`src/gri_cfg.svh`:
```
// constants for the bus remote/local and message framing block
`ifndef GRI_CFG_SVH
`define GRI_CFG_SVH
// ----------------------------------------
// addressing
// ----------------------------------------
`define GRI_ADDR_MAX 5'h1E
`define GRI_ADDR_RST 5'h01
`define GRI_LISTEN_BASE 3'h1
`define GRI_TALK_BASE 3'h2
`define GRI_UNLISTEN 8'h3F
`define GRI_UNTALK 8'h5F
// ----------------------------------------
// interface command codes
// ----------------------------------------
`define GRI_CMD_GTL 8'h01
`define GRI_CMD_SDC 8'h04
`define GRI_CMD_PPC 8'h05
`define GRI_CMD_GET 8'h08
`define GRI_CMD_TCT 8'h09
`define GRI_CMD_LLO 8'h11
`define GRI_CMD_DCL 8'h14
`define GRI_CMD_PPU 8'h15
`define GRI_CMD_SPE 8'h18
`define GRI_CMD_SPD 8'h19
// ----------------------------------------
// message bytes and buffering
// ----------------------------------------
`define GRI_LINE_FEED 8'h0A
`define GRI_SEMICOLON 8'h3B
`define GRI_FIFO_WIDTH 9
`define GRI_FIFO_DEPTH 8
`endif

```
`src/gri_pkg.sv`:
```
// types shared by the bus remote/local and message framing block
`default_nettype none
package gri_pkg;
  // ----------------------------------------
  // receive path
  // ----------------------------------------
  typedef struct packed {
    logic eom;
    logic [7:0] data;
  } gri_rx_word_t;

  typedef struct packed {
    logic [7:0] data;
    logic sep;
    logic last;
    logic empty;
  } gri_rx_beat_t;

  // ----------------------------------------
  // talker states
  // ----------------------------------------
  typedef enum logic [3:0] {
    TX_IDLE = 4'h1,
    TX_DATA = 4'h2,
    TX_TERM = 4'h4,
    TX_POLL = 4'h8
  } gri_tx_state_t;
endpackage
`default_nettype wire

```
`src/gri_dev.sv`:
```
// device end of the instrument bus port: remote/local, interface messages, framing
//
// Overview of operation
// - in local mode, become remote when the controller requests remote
// - remote lights indicator and blocks panel input except the local-return key
// - settings stay untouched across every remote/local change
// - remote returns local on controller request, or on key unless locked out
// - entering local darkens indicator and re-enables panel input
// - interface clear resets talker and listener and stops transmission
// - remote enable line selects between remote and local control
// - identify, parallel poll, take control and trigger messages are ignored
// - go-to-local while addressed as listener switches to local
// - selected clear drops partial program message and flushes output queue
// - selected clear drops pending completion commands and aborts waits
// - local lockout blocks panel return to local until released
// - universal clear acts exactly like selected clear
// - selected clear needs addressing, universal clear does not
// - serial poll enable puts talker into poll mode
// - serial poll disable restores normal talker operation
// - program message split into semicolon units, kept in received order
// - a message with queries yields exactly one response message
// - message ends on line feed, END with last byte, or line feed with END
// - bus address accepted only in range zero to thirty
// - every response ends with line feed sent with END
// - serial poll answers with the status byte
`timescale 1ns/1ps
`default_nettype none
`include "gri_cfg.svh"

// ----------------------------------------
// receive buffer
// ----------------------------------------
module gri_fifo #(
  parameter int W = 9,
  parameter int D = 8
) (
  // clock and control
  input wire logic clock,
  input wire logic rst,
  input wire logic ce,
  input wire logic flush,
  // fill side
  input wire logic in_valid,
  input wire logic [W-1:0] in_data,
  output logic in_ready,
  // drain side
  output logic out_valid,
  output logic [W-1:0] out_data,
  input wire logic out_ready,
  // fill level
  output logic [$clog2(D+1)-1:0] level
);
  localparam int AW = $clog2(D);
  localparam int CW = $clog2(D+1);
  logic [W-1:0] mem [D];
  logic [AW-1:0] wr_ptr;
  logic [AW-1:0] rd_ptr;
  logic push;
  logic pop;

  // depth must be a power of two so the pointers wrap on their own
  assign in_ready = (level != CW'(D));
  assign out_valid = (level != '0);
  assign out_data = mem[rd_ptr];
  assign push = in_valid && in_ready;
  assign pop = out_valid && out_ready;

  always_ff @(posedge clock) begin
    if (ce && push) begin
      mem[wr_ptr] <= in_data;
    end
  end

  always_ff @(posedge clock) begin
    if (rst || (ce && flush)) begin
      wr_ptr <= '0;
      rd_ptr <= '0;
      level <= '0;
    end else if (ce) begin
      if (push) begin
        wr_ptr <= wr_ptr + 1'b1;
      end
      if (pop) begin
        rd_ptr <= rd_ptr + 1'b1;
      end
      level <= CW'(level + CW'(push) - CW'(pop));
    end
  end
endmodule // gri_fifo

// ----------------------------------------
// device top
// ----------------------------------------
module gri_dev (
  // clock and reset
  input wire logic clock,
  input wire logic rst,
  input wire logic ce,
  // bus control lines
  input wire logic atn,
  input wire logic ifc,
  input wire logic ren,
  // bus bytes from the controller
  input wire logic bus_valid,
  input wire logic [7:0] bus_data,
  input wire logic bus_end,
  output logic bus_ready,
  // bus bytes to the controller
  output logic tx_valid,
  output logic [7:0] tx_data,
  output logic tx_end,
  input wire logic tx_ready,
  // front panel
  input wire logic local_return_key,
  input wire logic [4:0] addr_cfg,
  output logic remote_led,
  output logic panel_enable,
  // program message units to the parser
  output logic unit_valid,
  output gri_pkg::gri_rx_beat_t unit_beat,
  input wire logic unit_ready,
  // responses from the instrument
  input wire logic resp_valid,
  input wire logic [7:0] resp_data,
  input wire logic resp_last,
  output logic resp_ready,
  input wire logic [7:0] status_byte,
  // status to the instrument
  output logic dev_clear,
  output logic [4:0] my_addr,
  output logic listen,
  output logic talk,
  output logic spoll
);
  import gri_pkg::*;

  localparam int CW = $clog2(`GRI_FIFO_DEPTH + 1);
  logic lockout;
  logic cmd_take;
  logic clear_now;
  logic data_push;
  logic fifo_pop;
  logic fifo_valid;
  logic [`GRI_FIFO_WIDTH-1:0] fifo_out;
  logic [CW-1:0] fifo_level;
  logic [CW-1:0] next_level;
  gri_rx_word_t rx_word;
  gri_tx_state_t tx_state;
  logic tx_last;

  function automatic logic is_addr(input logic [7:0] b, input logic [2:0] base,
                                   input logic [4:0] a);
    is_addr = (b[7:5] == base) && (b[4:0] == a);
  endfunction

  // ----------------------------------------
  // command decode
  // ----------------------------------------
  assign cmd_take = ce && atn && bus_valid;
  // universal clear always; selected clear only when addressed to listen
  assign clear_now = cmd_take && ((bus_data == `GRI_CMD_DCL)
                     || (bus_data == `GRI_CMD_SDC && listen));

  always_ff @(posedge clock) begin
    if (rst) begin
      my_addr <= `GRI_ADDR_RST;
    end else if (ce && addr_cfg <= `GRI_ADDR_MAX) begin
      my_addr <= addr_cfg;
    end
  end

  always_ff @(posedge clock) begin
    if (rst || (ce && ifc)) begin
      listen <= 1'b0;
      talk <= 1'b0;
      spoll <= 1'b0;
    end else if (cmd_take) begin
      if (is_addr(bus_data, `GRI_LISTEN_BASE, my_addr)) begin
        listen <= 1'b1;
        talk <= 1'b0;
      end else if (is_addr(bus_data, `GRI_TALK_BASE, my_addr)) begin
        talk <= 1'b1;
        listen <= 1'b0;
      end else if (bus_data == `GRI_UNLISTEN) begin
        listen <= 1'b0;
      end else if (bus_data[7:5] == `GRI_TALK_BASE) begin
        talk <= 1'b0;
      end
      case (bus_data)
        `GRI_CMD_SPE: spoll <= 1'b1;
        `GRI_CMD_SPD: spoll <= 1'b0;
        // identify has no line here; these are taken and dropped
        `GRI_CMD_PPC, `GRI_CMD_GET, `GRI_CMD_TCT, `GRI_CMD_PPU: spoll <= spoll;
        default: spoll <= spoll;
      endcase
    end
  end

  always_ff @(posedge clock) begin
    if (rst) begin
      dev_clear <= 1'b0;
    end else if (ce) begin
      dev_clear <= clear_now;
    end
  end

  // ----------------------------------------
  // remote and local
  // ----------------------------------------
  // mode changes touch only these flags, never the instrument settings
  always_ff @(posedge clock) begin
    if (rst) begin
      remote_led <= 1'b0;
      panel_enable <= 1'b1;
      lockout <= 1'b0;
    end else if (ce) begin
      if (!ren) begin
        remote_led <= 1'b0;
        panel_enable <= 1'b1;
        lockout <= 1'b0;
      end else if (cmd_take && is_addr(bus_data, `GRI_LISTEN_BASE, my_addr)) begin
        remote_led <= 1'b1;
        panel_enable <= 1'b0;
      end else if (cmd_take && bus_data == `GRI_CMD_GTL && listen) begin
        remote_led <= 1'b0;
        panel_enable <= 1'b1;
      end else if (cmd_take && bus_data == `GRI_CMD_LLO) begin
        lockout <= 1'b1;
      end else if (remote_led && local_return_key && !lockout) begin
        remote_led <= 1'b0;
        panel_enable <= 1'b1;
      end
    end
  end

  // ----------------------------------------
  // receive path
  // ----------------------------------------
  assign data_push = ce && !atn && bus_valid && listen && bus_ready;
  assign fifo_pop = ce && fifo_valid && (!unit_valid || unit_ready) && !clear_now;
  assign next_level = CW'(fifo_level + CW'(data_push) - CW'(fifo_pop));
  assign rx_word = gri_rx_word_t'(fifo_out);

  gri_fifo #(
    .W(`GRI_FIFO_WIDTH),
    .D(`GRI_FIFO_DEPTH)
  ) gri_fifo_i (
    .clock(clock),
    .rst(rst),
    .ce(ce),
    .flush(clear_now || ifc),
    .in_valid(data_push),
    .in_data({bus_end, bus_data}),
    .in_ready(),
    .out_valid(fifo_valid),
    .out_data(fifo_out),
    .out_ready(fifo_pop),
    .level(fifo_level)
  );

  // registered from the next level so the bus sees back-pressure in the cycle the buffer becomes full
  always_ff @(posedge clock) begin
    if (rst) begin
      bus_ready <= 1'b1;
    end else if (ce) begin
      bus_ready <= clear_now || ifc || (next_level < CW'(`GRI_FIFO_DEPTH));
    end
  end

  always_ff @(posedge clock) begin
    if (rst || (ce && (clear_now || ifc))) begin
      unit_valid <= 1'b0;
      unit_beat <= '0;
    end else if (fifo_pop) begin
      unit_valid <= 1'b1;
      if (rx_word.data == `GRI_LINE_FEED) begin
        unit_beat <= '{data: 8'h00, sep: 1'b0, last: 1'b1, empty: 1'b1};
      end else begin
        unit_beat <= '{data: rx_word.data, sep: rx_word.data == `GRI_SEMICOLON,
                       last: rx_word.eom, empty: 1'b0};
      end
    end else if (ce && unit_ready) begin
      unit_valid <= 1'b0;
    end
  end

  // ----------------------------------------
  // talker
  // ----------------------------------------
  always_ff @(posedge clock) begin
    if (rst || (ce && (ifc || clear_now))) begin
      tx_state <= TX_IDLE;
      tx_valid <= 1'b0;
      tx_data <= 8'h00;
      tx_end <= 1'b0;
      tx_last <= 1'b0;
      resp_ready <= 1'b0;
    end else if (ce) begin
      case (tx_state)
        TX_IDLE: begin
          // a byte already handshaken is taken before poll mode may cut in
          if (resp_valid && resp_ready) begin
            tx_data <= resp_data;
            tx_end <= 1'b0;
            tx_last <= resp_last;
            tx_valid <= 1'b1;
            resp_ready <= 1'b0;
            tx_state <= TX_DATA;
          end else if (talk && !atn && spoll) begin
            tx_data <= status_byte;
            tx_end <= 1'b0;
            tx_valid <= 1'b1;
            resp_ready <= 1'b0;
            tx_state <= TX_POLL;
          end else begin
            resp_ready <= talk && !atn && !spoll;
          end
        end
        TX_DATA: begin
          if (tx_ready) begin
            if (tx_last) begin
              tx_data <= `GRI_LINE_FEED;
              tx_end <= 1'b1;
              tx_state <= TX_TERM;
            end else begin
              tx_valid <= 1'b0;
              tx_state <= TX_IDLE;
            end
          end
        end
        TX_TERM: begin
          if (tx_ready) begin
            tx_valid <= 1'b0;
            tx_end <= 1'b0;
            tx_last <= 1'b0;
            tx_state <= TX_IDLE;
          end
        end
        TX_POLL: begin
          if (tx_ready || !spoll || !talk) begin
            tx_valid <= 1'b0;
            tx_state <= TX_IDLE;
          end
        end
        default: begin
          tx_valid <= 1'b0;
          tx_state <= TX_IDLE;
        end
      endcase
    end
  end
endmodule // gri_dev
`default_nettype wire

```
`config.mk`:
```
export PLATFORM = sky130hd
export DESIGN_NAME = gri_dev
export DESIGN_NICKNAME = d
export VERILOG_FILES = /design/src/gri_pkg.sv /design/src/gri_dev.sv
export VERILOG_INCLUDE_DIRS = /design/src
export SDC_FILE = /design/constraint.sdc
export NUM_CORES = 1
export LEC_CHECK = 0
export CAP_MARGIN = 15
export CORE_MARGIN = 2
export CORE_UTILIZATION = 60
export DETAILED_ROUTE_END_ITERATION = 16
export DONT_BUFFER_PORTS = 1
export PLACE_DENSITY = 0.76
export SLEW_MARGIN = 20
export SYNTH_ARGS = -nofsm -noshare
export SYNTH_HDL_FRONTEND = slang
export SYNTH_SLANG_ARGS = --single-unit
export TNS_END_PERCENT = 5
```
`constraint.sdc`:
```
create_clock -name clock -period 3.2 [get_ports clock]
set_input_delay 0 -clock clock [delete_from_list [all_inputs] [get_ports clock]]
set_output_delay 0 -clock clock [all_outputs]
set_load 0.05 [all_outputs]
```
* Word-level counts from Yosys, hierarchy flattened
Memory sizes are Yosys's and may differ from the RTL's. A register that Yosys moved wholly into a read port is not among the register bits.
Cells that the tools add are included.
** Cells by class
- Order comparisons :: 2
- Multiplexer cells :: 57
- Reductions and logical operators :: 65
- Add/subtract/negate cells :: 6
- Equal/unequal tests :: 30
** Operators by type and width (count)
- two-way mux 1 bit :: 38
- equality test 8 x 5 -> 1 bit, second input constant :: 4
- two-way mux 8 bit :: 4
- logical AND 1 bit :: 30
- two-way mux 4 bit :: 5
- equality test 8 x 6 -> 1 bit, second input constant :: 2
- inequality test 2 bit, second input constant :: 8
- case mux 4 bit (4 select lines) :: 1
- case mux 8 bit (2 select lines) :: 1
- AND reduction 6 bit :: 2
- two-way mux 11 bit :: 1
- AND reduction 2 bit :: 5
- AND reduction 5 bit :: 2
- two-way mux 3 bit :: 3
- nonzero test 3 bit :: 3
- adder 4 x 1 -> 4 bit :: 2
- equality test 8 x 1 -> 1 bit, second input constant :: 1
- equality test 8 x 3 -> 1 bit, second input constant :: 1
- equality test 8 x 4 -> 1 bit, second input constant :: 1
- logical OR 1 bit :: 8
- inequality test 4 bit, second input constant :: 2
- AND reduction 4 bit :: 2
- nonzero test 2 bit :: 4
- subtractor 4 x 1 -> 4 bit :: 2
- 19 further kinds :: 28
** Word-level totals
- Bits in writable memories :: 72
- Input bits :: 42
- Logic and storage cells :: 184
- Memories :: 1
- Register bits :: 51
** Memories
- gri_fifo_i.mem :: words 8, width 9, read ports 1, clocked after Yosys merged registers in 1, write ports 1, RTL line gri_dev.sv:55 : logic [W-1:0] mem [D];

* Logic depth before layout (Yosys ltp)
- Depth after elaboration :: 10
- Mapped depth :: 15
- Mapped depth without buffers :: 13

* Cells and area by module
A second synthesis with hierarchy kept.
** Unflattened totals
- Cells, all modules :: 496
- Area total of the unflattened synthesis :: 5994.5 um^2
** By module, submodules not included
- gri_fifo :: cells an instance 190, times used 1, area each 3502.1 um^2
- gri_dev :: cells an instance 306, times used 1, area each 2492.4 um^2

* Worst setup path after synthesis
Ideal clock, no wire load.
- Kind :: register -> register
- Start :: register listen
- End :: register gri_fifo_i.level[2]
- Data arrival time :: 2.699 ns
- Clock period less this slack :: 2.827 ns
- Path slack :: 0.373 ns
- Stages on the path, launching flop included :: 14
- Cells stage by stage :: dfxtp_1 -> o211ai_1 -> o211a_1 -> clkbuf_1 -> clkbuf_1 -> ha_1 -> inv_1 -> ha_1 -> inv_1 -> fa_1 -> xor2_1 -> nor2_1 -> a21oi_1 -> nor2_1
** Between the ends
- Longest elaborated chain between the ends :: 7
** RTL lines
- start, declared :: RTL line gri_dev.sv:131 : output logic listen,
- start signal, assigned :: RTL line gri_dev.sv:174 : listen <= 1'b0;
- start signal, assigned :: RTL line gri_dev.sv:179 : listen <= 1'b1;
- start signal, assigned :: RTL line gri_dev.sv:183 : listen <= 1'b0;
- parallel branches: the longest is 7 deep, another holds adder 4 x 1 -> 4 bit
- end signal, assigned :: RTL line gri_dev.sv:86 : level <= CW'(level + CW'(push) - CW'(pop));
- end, declared :: RTL line gri_dev.sv:51 : output logic [$clog2(D+1)-1:0] level
Parallel ways; which one is timed is not known.
A chain may end at the register's enable or synchronous reset.

* Final worst setup path
- Start :: register my_addr[0]
- End :: register remote_led
** Between the ends
- Longest elaborated chain between the ends :: 5
** RTL lines
- start, declared :: RTL line gri_dev.sv:130 : output logic [4:0] my_addr,
- start signal, assigned :: RTL line gri_dev.sv:166 : my_addr <= `GRI_ADDR_RST;
- start signal, assigned :: RTL line gri_dev.sv:168 : my_addr <= addr_cfg;
- equality test 5 bit (*) :: RTL line gri_dev.sv:153 : is_addr = (b[7:5] == base) && (b[4:0] == a);
- logical AND 1 bit (*) :: RTL line gri_dev.sv:153
- logical AND 1 bit (*) :: RTL line gri_dev.sv:221 : end else if (cmd_take && is_addr(bus_data, `GRI_LISTEN_BASE, my_addr)) begin
- inequality test 4 x 1 -> 1 bit (no source line), or another cell as far along
- AND reduction 3 bit (no source line) / two-way mux 1 bit (equally long branches)
- end signal, assigned :: RTL line gri_dev.sv:218 : remote_led <= 1'b0;
- end signal, assigned :: RTL line gri_dev.sv:222 : remote_led <= 1'b1;
- end signal, assigned :: RTL line gri_dev.sv:225 : remote_led <= 1'b0;
- end, declared :: RTL line gri_dev.sv:116 : output logic remote_led,
Every way passes the cells marked *; elsewhere a longest branch is shown, timed or not.

==> flow_summary.ini <==
[sta]
min_period_ns = 2.91
relSlewSlack_pct = 38.2
rsz0062_at_grt = no
tightestPinTransition_ns = 0.926
whs_ns = 0.0393
setup-violations-final = 0
finClkSkew_ns = 0.00868
drv_slew = 0
fin_crit_sh_pct = 91.0
clock.fmax_ghz = 0.344
setup_tns_ns = 0
hold_viol_final = 0

[min_path]
hold_depth = 4
hold_class = primary input to flip-flop
hold_path_startpoint = atn
hold_path_end = tx_valid$_SDFFE_PP0P_

[detailed_routing]
wire_per_inst_um = 20.2
viasPerCell = 6.19
drc = 0
drt_iter0_drc = 279
ant_nets = 0
vias = 4239
routed_wl_um = 13800
firstDrtPassIters = 4

[worst_setup_path]
r2r-end = remote_led$_SDFFE_PP0P_
crit_path_end_kind = flip-flop
arrival_ns = 3.38
startpoint = my_addr[0]$_SDFFE_PP1P_
cp.required_ns = 3.67
rrSetupSlack_ns = 0.29
crit_path_max_fanout = 6
path_class = flip-flop to flip-flop
rr_worst_depth = 7
crit_path_start_kind = flip-flop
rr_startpoint = my_addr[0]$_SDFFE_PP1P_

[synthesis]
synth_nets = 531
ys_seq_area_share_pct = 56.6
synth_area_leaders = edfxtp_1 (38%), dfxtp_1 (19%), mux4_2 (6.7%), nor2_1 (2.8%), nand2_1 (2.8%)
yosysWarnings = 0
synth_area_um2 = 5730
synth_cell_type_count = 63
ys_ff_latch = 126
yosysMostFrequentCell = edfxtp_1
synth_edf_count = 72
postSynthCellCount = 479
synth_commonest_cells = edfxtp_1 (72), dfxtp_1 (54), nor2_1 (43)
syn_area_per_cell_um2 = 12.0
synth_top_area_share_pct = 37.7
synth_ff_type = edfxtp_1
synth-async-reset-ratio_pct = 0
synth_largest_area_cell = edfxtp_1

[finish]
antenna_cells = 0
final_nets = 595
syn2layout_area_growth_pct = 23.1
design_area_um2 = 7060
drive_gt1_share_pct = 15.5

[floorplan]
rows = 35
die_area_um2 = 10300
coreArea_um2 = 9240
top_level_ports = 77
die_h_um = 102
die_w_um = 102
initial_core_util_pct = 62.0

[clock_tree]
insertion_delay_ns = 0.52
htree_num_levels = 4
cts_tree = built
cts_sinks = 126
path_clk_slew_ns = 0.06
cts_buffer_depth = 2
clock_tree.root_cell = clkbuf_8
numCtsBuffers = 17
cts_setup_buffers = 0

[global_routing]
grt_pass1_vias = 4308
grt-ovfl-total = 0
grt_max_degree = 42
grt_pass1_wl_um = 21700
antenna_found_initial = 0
track_usage_pct = 28.1

[place]
post_dp_cell_area_um2 = 5920
post-dp-hpwl_um = 8580
io_buffer_count = 0
place_congestion = 0.893

[run]
max-cap-violations = 0

[pwr]
vdd_drop_max_uv = 449
totalPowerFinal_mw = 4.14
cellLeakagePower_nw = 2.38
p_per_area_nw_per_um2 = 586

[outcome]
status = complete, no violations
kinds of logic (layout without fill, tap and decap cells):
| group | after synthesis | count (layout) | synth area share (%) |
|---|---|---|---|
| buffers and inverters | 41 | 118 | 3.10 |
| adders and majority gates | 10 | 10 | 2.31 |
| muxes | 35 | 35 | 11.0 |
| AOI/OAI and AO/OA | 93 | 93 | 11.2 |
| and+or+nand+nor | 163 | 163 | 14.1 |
| DFF | 126 | 126 | 56.6 |
| xor gates and xnor gates | 11 | 11 | 1.68 |
worst max path at each step:
stage | endpoint | slack [ns] | cells past startpoint
final | remote_led$_SDFFE_PP0P_ | 0.29 | 7
after detailed placement | gri_fifo_i.level[2]$_SDFFE_PP0P_ | 0.69 | 12
after global placement | gri_fifo_i.level[2]$_SDFFE_PP0P_ | 0.78 | 12
after global routing | remote_led$_SDFFE_PP0P_ | 0.09 | 7
after floorplan | gri_fifo_i.level[2]$_SDFFE_PP0P_ | 0.37 | 13
after CTS | remote_led$_SDFFE_PP0P_ | 0.03 | 8
state kept, by name (all words and copies together) (netlist names), 3 cells and up, named ones only:
name,flops
unit_beat,11
gri_fifo_i.wr_ptr,3
tx_state,4
gri_fifo_i.level,4
tx_data,8
my_addr,5
gri_fifo_i.mem,72
gri_fifo_i.rd_ptr,3
metal layers:
layer | track usage [%] | wire length (um) | up-vias
li1 | - | - | 1947
met1 | 36.1 | 5730 | 2100
met2 | 45.4 | 6790 | 163
met3 | 6.42 | 929 | 29
met4 | 13.3 | 379 | 0
met5 | 0 | 0 | -
timing repair:
action | 4_1_cts | 5_1_grt
hold buffers | 49 | 0
endpoints found under the setup margin | 0 | 3
gates resized for setup | 0 | 8
hold endpoints to repair | 106 | 0
layout by cell type, fill, tap and decap left out, types with 16 or more instances in the layout:
master,synthesis,final
edfxtp_1,72,72
dfxtp_1,54,50
dlygate4sd3_1,0,48
nor2_1,43,43
nand2_1,42,42
a21oi_1,29,29
buf_4,0,19
inv_1,18,18
nand2b_1,18,18
mux4_2,17,17
clkbuf_16,0,16
worst max-delay path, stage by stage, from the launching register on:
cell and delay (ns):
dfxtp_1 0.68, xor2_1 0.16, nor3_2 0.37, nand4_1 0.13, dlygate4sd3_1 0.60, nor2b_1 0.15, nor3_1 0.20, dlygate4sd3_1 0.57
report_power, final:
group          total [mW]  switching, mW  internal, mW
clock network        2.01          0.736          1.28
registers            1.81         0.0791          1.74
logic               0.307          0.168         0.139
per-stage QoR:
stage	util, %	worst slack, ns	cells
after detailed placement	64.1	0.695	604
final	76.4	0.289	685
after global routing	76.4	0.0892	685
after global placement	64.1	0.776	604
after CTS	76.2	0.0260	685
after floorplan	-	0.373	479
layout make-up:
class / instances / area [um2]
well taps: 129 / 161
clock inverters: 15 / 209
multi-input cells: 312 / 2320
clock buffers: 17 / 414
flip-flops and latches: 126 / 3250
inverters: 18 / 67.6
repair buffers: 68 / 636
fillers: 559 / 2180
Power figures use the tool's default switching activity.
